[src/itra_pkg.sv]
// Function
// - Each received byte is acknowledged by pulling data low on the ninth clock, except an unmatched address or a general-call byte other than 0x06.
// - Second byte of a write frame is the command selecting the register.
// - Register value travels high byte (bits 15..8) first, then low byte.
// - Received value is committed at the falling clock edge ending the low-byte ack.
// - On stop the target releases the bus and idles until a new start.
// - First byte after a start is the address, direction bit in its lsb.
// - Besides broadcast and general call, only addresses with the fixed prefix in the upper four bits and the strap code below it are answered.
// - Strap pin is sampled during the first byte of every frame and latched.
// - Strap decode: ground 000, supply 001, data line 010, clock line 011.
// - Broadcast address 1000111 with write direction is acknowledged regardless of strap.
// - Broadcast address is for writes only; broadcast reads are not acknowledged.
// - In the read phase the target sends high byte, then low byte.
// - General call 0x00 then 0x06 fires a software reset at the second ack.
// - Only seven-bit addressing; ten-bit frames are not acknowledged.
package itra_pkg;
  localparam logic [3:0] ADDR_PREFIX    = 4'h9;
  localparam logic [6:0] BCAST_ADDR     = 7'h47;
  localparam logic [6:0] GCALL_ADDR     = 7'h00;
  localparam logic [7:0] GCALL_RESET    = 8'h06;
  localparam logic [2:0] STRAP_GND      = 3'h0;
  localparam logic [2:0] STRAP_VDD      = 3'h1;
  localparam logic [2:0] STRAP_SDA      = 3'h2;
  localparam logic [2:0] STRAP_SCL      = 3'h3;
  localparam logic [3:0] BIT_ACK        = 4'h8;
  localparam logic [1:0] BYTE_ADDR      = 2'h0;
  localparam logic [1:0] BYTE_CMD       = 2'h1;
  localparam logic [1:0] BYTE_HIGH      = 2'h2;
  localparam logic [1:0] BYTE_LOW       = 2'h3;
  localparam logic [15:0] RDATA_RESET   = 16'h0000;
  typedef enum logic [2:0] {
    ITRA_IDLE  = 3'b000,
    ITRA_RECV  = 3'b001,
    ITRA_RACK  = 3'b010,
    ITRA_SEND  = 3'b011,
    ITRA_TACK  = 3'b100
  } itra_state_e;
endpackage

[src/itra_target.sv]
module itra_target
(
  // Clock and reset
  input  wire logic        clk,
  input  wire logic        rst,
  // Bus pins
  input  wire logic        scl_i,
  input  wire logic        sda_i,
  output logic             sda_o,
  output logic             sda_oe,
  // Strap pin levels, already resolved to a source
  input  wire logic        strap_vdd,
  input  wire logic        strap_sda,
  input  wire logic        strap_scl,
  // Register side
  output logic [7:0]       reg_sel,
  output logic [15:0]      reg_wdata,
  output logic             reg_we,
  output logic             reg_bcast,
  input  wire logic [15:0] reg_rdata,
  output logic             sw_reset
);
  logic [1:0]  scl_sync_ff;
  logic [1:0]  sda_sync_ff;
  logic [2:0]  strap_sync0_ff;
  logic [2:0]  strap_sync1_ff;
  logic        scl_d_ff;
  logic        sda_d_ff;
  itra_pkg::itra_state_e state_ff;
  logic [3:0]  bit_cnt_ff;
  logic [1:0]  byte_idx_ff;
  logic [7:0]  shift_ff;
  logic        rd_ff;
  logic        bcast_ff;
  logic        gcall_ff;
  logic        hi_sent_ff;
  logic [7:0]  hi_ff;
  logic [2:0]  strap_ff;
  logic [15:0] tx_ff;
  logic        nack_pend_ff;
  logic        commit_pend_ff;
  logic        reset_pend_ff;

  logic scl;
  logic sda;
  logic scl_rise;
  logic scl_fall;
  logic start_det;
  logic stop_det;
  logic [7:0] rx_byte;
  logic       addr_match;
  logic       addr_ok;

  assign scl      = scl_sync_ff[1];
  assign sda      = sda_sync_ff[1];
  assign scl_rise = scl & ~scl_d_ff;
  assign scl_fall = ~scl & scl_d_ff;
  assign start_det = scl & scl_d_ff & sda_d_ff & ~sda;
  assign stop_det  = scl & scl_d_ff & ~sda_d_ff & sda;
  assign rx_byte  = {shift_ff[6:0], sda};
  // Address check on the stored byte at the ack edge; strap latched while it shifted in
  // A ten-bit prefix never equals the fixed prefix, so such frames go unanswered
  assign addr_match = shift_ff[7:4] == itra_pkg::ADDR_PREFIX
                      && shift_ff[3:1] == strap_ff;
  assign addr_ok    = addr_match
                      || (shift_ff[7:1] == itra_pkg::BCAST_ADDR && !shift_ff[0])
                      || (shift_ff[7:1] == itra_pkg::GCALL_ADDR && !shift_ff[0]);

  // Two-flop synchronisers; first stage read only by the second
  always_ff @(posedge clk or posedge rst)
  begin
    if (rst)
    begin
      scl_sync_ff    <= 2'h3;
      sda_sync_ff    <= 2'h3;
      strap_sync0_ff <= 3'h0;
      strap_sync1_ff <= 3'h0;
      scl_d_ff       <= 1'b1;
      sda_d_ff       <= 1'b1;
    end
    else
    begin
      scl_sync_ff    <= {scl_sync_ff[0], scl_i};
      sda_sync_ff    <= {sda_sync_ff[0], sda_i};
      strap_sync0_ff <= {strap_vdd, strap_sda, strap_scl};
      strap_sync1_ff <= strap_sync0_ff;
      scl_d_ff       <= scl;
      sda_d_ff       <= sda;
    end
  end

  // Strap decode, refreshed during each first byte
  always_ff @(posedge clk or posedge rst)
  begin
    if (rst)
      strap_ff <= itra_pkg::STRAP_GND;
    else if (state_ff == itra_pkg::ITRA_RECV && byte_idx_ff == itra_pkg::BYTE_ADDR
             && scl_rise)
    begin
      if (strap_sync1_ff[2])
        strap_ff <= itra_pkg::STRAP_VDD;
      else if (strap_sync1_ff[1])
        strap_ff <= itra_pkg::STRAP_SDA;
      else if (strap_sync1_ff[0])
        strap_ff <= itra_pkg::STRAP_SCL;
      else
        strap_ff <= itra_pkg::STRAP_GND;
    end
  end

  // Frame sequencer
  always_ff @(posedge clk or posedge rst)
  begin
    if (rst)
    begin
      state_ff       <= itra_pkg::ITRA_IDLE;
      bit_cnt_ff     <= 4'h0;
      byte_idx_ff    <= itra_pkg::BYTE_ADDR;
      shift_ff       <= 8'h00;
      rd_ff          <= 1'b0;
      bcast_ff       <= 1'b0;
      gcall_ff       <= 1'b0;
      hi_sent_ff     <= 1'b0;
      hi_ff          <= 8'h00;
      reg_sel        <= 8'h00;
      tx_ff          <= itra_pkg::RDATA_RESET;
      sda_o          <= 1'b0;
      sda_oe         <= 1'b0;
      nack_pend_ff   <= 1'b0;
      commit_pend_ff <= 1'b0;
      reset_pend_ff  <= 1'b0;
      reg_wdata      <= 16'h0000;
      reg_we         <= 1'b0;
      reg_bcast      <= 1'b0;
      sw_reset       <= 1'b0;
    end
    else
    begin
      reg_we   <= 1'b0;
      sw_reset <= 1'b0;
      if (start_det)
      begin
        // Start or repeated start: next byte is an address
        state_ff    <= itra_pkg::ITRA_RECV;
        bit_cnt_ff  <= 4'h0;
        byte_idx_ff <= itra_pkg::BYTE_ADDR;
        sda_oe      <= 1'b0;
        commit_pend_ff <= 1'b0;
        reset_pend_ff  <= 1'b0;
      end
      else if (stop_det)
      begin
        state_ff <= itra_pkg::ITRA_IDLE;
        sda_oe   <= 1'b0;
        commit_pend_ff <= 1'b0;
        reset_pend_ff  <= 1'b0;
      end
      else
      begin
        unique case (state_ff)
          itra_pkg::ITRA_IDLE:
          begin
            sda_oe <= 1'b0;
          end
          itra_pkg::ITRA_RECV:
          begin
            if (scl_rise)
            begin
              shift_ff   <= rx_byte;
              bit_cnt_ff <= bit_cnt_ff + 4'h1;
            end
            if (scl_fall && bit_cnt_ff == itra_pkg::BIT_ACK)
            begin
              nack_pend_ff <= 1'b1;
              state_ff     <= itra_pkg::ITRA_RACK;
              sda_oe       <= 1'b0;
              if (byte_idx_ff == itra_pkg::BYTE_ADDR)
              begin
                if (addr_ok)
                begin
                  sda_oe   <= 1'b1;
                  nack_pend_ff <= 1'b0;
                  rd_ff    <= shift_ff[0];
                  bcast_ff <= shift_ff[7:1] == itra_pkg::BCAST_ADDR;
                  gcall_ff <= shift_ff[7:1] == itra_pkg::GCALL_ADDR;
                  tx_ff    <= reg_rdata;
                  hi_sent_ff <= 1'b0;
                end
              end
              else if (gcall_ff)
              begin
                sda_oe <= shift_ff == itra_pkg::GCALL_RESET;
                nack_pend_ff  <= shift_ff != itra_pkg::GCALL_RESET;
                reset_pend_ff <= shift_ff == itra_pkg::GCALL_RESET;
              end
              else
              begin
                sda_oe <= 1'b1;
                nack_pend_ff <= 1'b0;
                if (byte_idx_ff == itra_pkg::BYTE_CMD)
                  reg_sel <= shift_ff;
                else if (byte_idx_ff == itra_pkg::BYTE_HIGH)
                  hi_ff <= shift_ff;
                else
                  commit_pend_ff <= 1'b1;
              end
            end
          end
          itra_pkg::ITRA_RACK:
          begin
            if (scl_rise && reset_pend_ff)
            begin
              sw_reset      <= 1'b1;
              reset_pend_ff <= 1'b0;
            end
            if (scl_fall)
            begin
              sda_oe     <= 1'b0;
              bit_cnt_ff <= 4'h0;
              if (commit_pend_ff)
              begin
                reg_wdata <= {hi_ff, shift_ff};
                reg_we    <= 1'b1;
                reg_bcast <= bcast_ff;
                commit_pend_ff <= 1'b0;
              end
              if (nack_pend_ff)
                state_ff <= itra_pkg::ITRA_IDLE;
              else if (byte_idx_ff == itra_pkg::BYTE_ADDR && rd_ff)
              begin
                state_ff <= itra_pkg::ITRA_SEND;
                sda_oe   <= ~tx_ff[15];
                sda_o    <= 1'b0;
                tx_ff    <= {tx_ff[14:0], 1'b0};
                bit_cnt_ff <= 4'h1;
              end
              else
              begin
                state_ff    <= itra_pkg::ITRA_RECV;
                byte_idx_ff <= byte_idx_ff == itra_pkg::BYTE_LOW ? itra_pkg::BYTE_HIGH
                                                                 : byte_idx_ff + 2'h1;
              end
            end
          end
          itra_pkg::ITRA_SEND:
          begin
            if (scl_fall)
            begin
              if (bit_cnt_ff == 4'h8)
              begin
                sda_oe   <= 1'b0;
                state_ff <= itra_pkg::ITRA_TACK;
              end
              else
              begin
                sda_oe     <= ~tx_ff[15];
                tx_ff      <= {tx_ff[14:0], 1'b0};
                bit_cnt_ff <= bit_cnt_ff + 4'h1;
              end
            end
          end
          itra_pkg::ITRA_TACK:
          begin
            if (scl_rise)
              nack_pend_ff <= sda | hi_sent_ff;
            if (scl_fall)
            begin
              if (nack_pend_ff)
                state_ff <= itra_pkg::ITRA_IDLE;
              else
              begin
                hi_sent_ff <= 1'b1;
                state_ff   <= itra_pkg::ITRA_SEND;
                sda_oe     <= ~tx_ff[15];
                tx_ff      <= {tx_ff[14:0], 1'b0};
                bit_cnt_ff <= 4'h1;
              end
            end
          end
          default:
          begin
            state_ff <= itra_pkg::ITRA_IDLE;
            sda_oe   <= 1'b0;
          end
        endcase
      end
    end
  end

endmodule // itra_target

[config.mk]
export PLATFORM = sky130hd
export DESIGN_NAME = itra_target
export DESIGN_NICKNAME = d
export VERILOG_FILES = /design/src/itra_pkg.sv /design/src/itra_target.sv
export SDC_FILE = /design/constraint.sdc
export NUM_CORES = 1
export LEC_CHECK = 0
export BUFFER_PORTS_ARGS = -buffer_cell sky130_fd_sc_hd__buf_4
export CAP_MARGIN = 10
export CORE_UTILIZATION = 30
export DETAILED_ROUTE_END_ITERATION = 10
export HOLD_SLACK_MARGIN = 0.15
export SLEW_MARGIN = 20
export SYNTH_ARGS = -nofsm -noshare
export SYNTH_HDL_FRONTEND = slang
export SYNTH_SLANG_ARGS = --single-unit
export TNS_END_PERCENT = 30
[constraint.sdc]
create_clock -name clk -period 2.8 [get_ports clk]
set_input_delay 0 -clock clk [delete_from_list [all_inputs] [get_ports clk]]
set_output_delay 0 -clock clk [all_outputs]
set_load 0.02 [all_outputs]
==> run_results.csv <==
group,metric,value,unit
outcome,status,"finished clean",
yosys,syn-instance-count,354,
worst_setup_path,worstReg2RegEnd,"tx_ff[10]",
pwr,p_per_area,713,nW/um2
floorplanning,die_height,120,um
detailed_routing,drt_iter0_markers,212,
detailed_routing,drt-wirelength-per-cell,14.3,um
placement,dp_hpwl,6070,um
sta,fin_crit_sh,83.5,%
yosys,synth_top_family_by_area,"multiplexers",
global_routing,grt_pass1_vias,3001,
sta,tightest_slew,0.785,ns
flow_run,maxCapViolCount,0,
yosys,yosys.area.top_type,"dfrtp_1",
placement,pre_cts_slack,0.512,ns
placement,place_congestion,0.875,
worst_setup_path,critPathMaxStageDelay,0.59,ns
yosys,synth.distinct_cells,63,
pwr,intPower,0.00262,W
yosys,synthTopCellsByArea,"dfrtp_1, mux2_2, nand2_1, dfstp_2, mux2_4",
sta,fin_tns_setup,0,ns
floorplanning,initial_core_util,31.1,%
floorplanning,core.rowCount,42,
sta,finalWorstSetupSlack,0.463,ns
cells_and_area,syn2layout_area_growth,25.9,%
detailed_routing,first_pass_iters,4,
yosys,synth-main-ff-cell,"dfrtp_1",
worst_setup_path,crit_start,"state_ff[1]",
cells_and_area,nNetsFinal,454,
cells_and_area,finalInstanceArea,5250,um2
global_routing,groute.usage.overall,13.2,%
global_routing,grt_pass1_wl,14800,um
sta,final-hold-violation-count,0,
yosys,synthArstFlopShare,100,%
worst_hold_path,holdCritPathClass,"in2async",
cells_and_area,diodes,0,
yosys,yosys_warnings,0,
clock_network,cts_buffers,9,
pwr,pwr-share-clk,30.7,%
detailed_routing,ant_nets,0,
floorplanning,core,13400,um2
yosys,yosys.area_share.simple,14.1,%
detailed_routing,drc,0,
clock_network,cts_num_sinks,90,
pwr,ir_worst_vdd,0.384,mV
sta,skew,0.00936,ns
worst_setup_path,slowest_stage,"or3b_1",
yosys,synth_edf_count,0,
pwr,p_leak,2.49,nW
yosys,synth_xor_area_share,0.420,%
yosys,syn_area,4170,um2
clock_network,cts_resized,0,
yosys,synth-compound-area-share,8.72,%
cells_and_area,multi_input_area,1780,um2
floorplanning,ios,52,
clock_network,cts_tree,"done",
sta,setup_viol,0,
pwr,power,0.00375,W
placement,placed_cells,572,
worst_setup_path,start_kind,"flip-flop",
detailed_routing,routed_wl,8690,um
worst_setup_path,ff2ff_path_depth,6,
sta,rsz0062_at_grt,"no",
global_routing,grt_max_degree,34,
global_routing,gr-total-overflow,0,
sta,fmax,428,MHz
sta,min_period,2.34,ns
detailed_routing,num_vias,2915,
pwr,p_switching,0.00112,W
detailed_routing,drt-vias-per-instance,4.78,
pwr,pwr-share-seq,47.1,%
worst_setup_path,worstPathArrival,2.57,ns
yosys,synth.avg_cell_area,11.8,um2
yosys,synth_top_area_share,50.4,%
worst_setup_path,cp.required,3.03,ns
placement,place_area,4750,um2
clock_network,h-tree-depth,3,
cells_and_area,regArea,2260,um2
placement,portBuffers,50,
sta,relSlewSlack,47.6,%
worst_setup_path,timing.rr.start,"state_ff[1]",
worst_setup_path,end_kind,"flip-flop",
cells_and_area,fillCellCount,1291,
worst_setup_path,path_cells,"or3b_1 > a31oi_1 > nor3_2 > o211ai_4 > buf_4 > mux2_2",
clock_network,insertion_delay,0.35,ns
clock_network,postCtsHoldBufs,22,
global_routing,antenna_found_initial,0,
clock_network,clk_pin_slew,0.06,ns
worst_setup_path,r2r_setup_slack,0.46,ns
yosys,synthesis.nets,379,
floorplanning,die_area,14400,um2
sta,maxSlewViolCount,0,
pwr,swShare,29.9,%
clock_network,cts-root-buf,"clkbuf_16",
pwr,comb_power_share,22.2,%
clock_network,post_cts_buffers,0,
yosys,synth-seq-cells,90,
worst_setup_path,crit_type,"reg2reg",
worst_setup_path,crit_fanout,16,
cells_and_area,drive_above_1_share,36.6,%
cells_and_area,fin_cells,610,
clock_network,clockBufferDepth,2,
yosys,synth.area.mux_share,18.8,%
yosys,synth-adder-area-share,0.600,%
yosys,synth_seq_area_share,54.1,%
floorplanning,die_w,120,um
-- flip-flops by register name, indices dropped and copies added, names as in the netlist, 2 cells and up --
name / flops
tx_ff: 16
reg_sel: 8
byte_idx_ff: 2
shift_ff: 8
strap_sync0_ff: 3
strap_sync1_ff: 3
bit_cnt_ff: 4
reg_wdata: 16
sda_sync_ff: 2
state_ff: 3
strap_ff: 2
hi_ff: 8
scl_sync_ff: 2
-- critical path: cells and delay by family, from the launching register on --
kind | cells | cell delay, ns
and+or+nand+nor | 2 | 0.69
buffers and inverters | 1 | 0.30
DFF | 1 | 0.54
muxes | 1 | 0.37
AOI/OAI and AO/OA | 2 | 0.31
-- routing by layer --
layer / vias up / share of wire [%] / wire (um) / track usage (%)
li1: 1402 / - / - / -
met1: 1448 / 48 / 4150 / 17.8
met2: 53 / 46 / 4030 / 20.0
met4: 0 / 1.8 / 159 / 5.31
met5: - / 0 / 0 / 0
met3: 12 / 4.0 / 352 / 3.56
-- placed cells by master (no fill, tap or decap), types with 3 or more instances in the layout --
cell / count
a21oi_1: 11
a31oi_1: 5
buf_4: 59
clkbuf_16: 9
dfrtp_1: 84
dfstp_2: 6
dlygate4sd3_1: 22
inv_1: 9
mux2_1: 4
mux2_2: 50
mux2_4: 9
mux2i_1: 4
nand2_1: 47
nand2b_1: 7
nand3_1: 7
nand4_1: 3
nor2_1: 13
nor2b_1: 3
nor3_1: 4
nor3b_2: 3
nor4_1: 3
o21ai_0: 10
o31ai_1: 3
-- final cells by class --
cell class                 instances  share of cell area [%]
tap                              176                    4.19
clock inverter                     6                   0.905
clock buffer                      10                    4.55
inverter                          11                   0.810
timing repair buffer              81                    12.6
sequential                        90                    43.0
multi-input combinational        236                    33.9
-- metrics by stage --
| stage | hold WS (ns) | util [%] |
|---|---|---|
| detailed placement | 0.0858 | 35.4 |
| finish | 0.272 | 39.2 |
| global placement | 0.0725 | 35.4 |
| global route | 0.297 | 39.2 |
| floorplan | 0.00448 | - |
| CTS | 0.272 | 39.2 |
-- power by group through the flow --
stage	clock network [W]	registers (W)	logic [W]
5_1_grt	0.00124	0.00181	0.000915
3_5_place_dp	0	0.00178	0.000809
2_1_floorplan	0	0.00166	0.000743
4_1_cts	0.00117	0.00176	0.000835
3_3_place_gp	0	0.00178	0.000788
6_report	0.00115	0.00177	0.000831
-- kinds of logic (layout without fill, tap and decap cells) --
kind of cell | after synthesis | after routing
adder cells (fa/ha/maj) | 2 | 2
multiplexers | 67 | 67
flip-flops | 90 | 90
other | 1 | 1
XOR/XNOR | 2 | 2
buffers and inverters | 28 | 108
AND/OR/NAND/NOR | 112 | 112
AO/OA/AOI/OAI | 52 | 52
-- worst max path at each step --
stage                endpoint  slack [ns]
global placement     tx_ff[9]        0.55
detailed placement  tx_ff[15]        0.51
global route        tx_ff[15]        0.36
finish              tx_ff[10]        0.46
floorplan            bcast_ff        0.47
CTS                 tx_ff[15]        0.49
-- cells in the mapped netlist, types with 3 or more instances --
cell,instances
a31oi_1,5
dfrtp_1,84
a21oi_1,11
nor4_1,3
mux2_4,9
dfstp_2,6
nand3_1,7
nand2_1,47
o21ai_0,10
mux2i_1,4
buf_2,7
mux2_1,4
nor3_1,4
clkbuf_1,7
mux2_2,50
inv_1,10
nand4_1,3
nor2b_1,3
nand2b_1,7
nor3b_2,3
o31ai_1,3
nor2_1,13
Note: power is estimated with default switching activity, not from simulation.
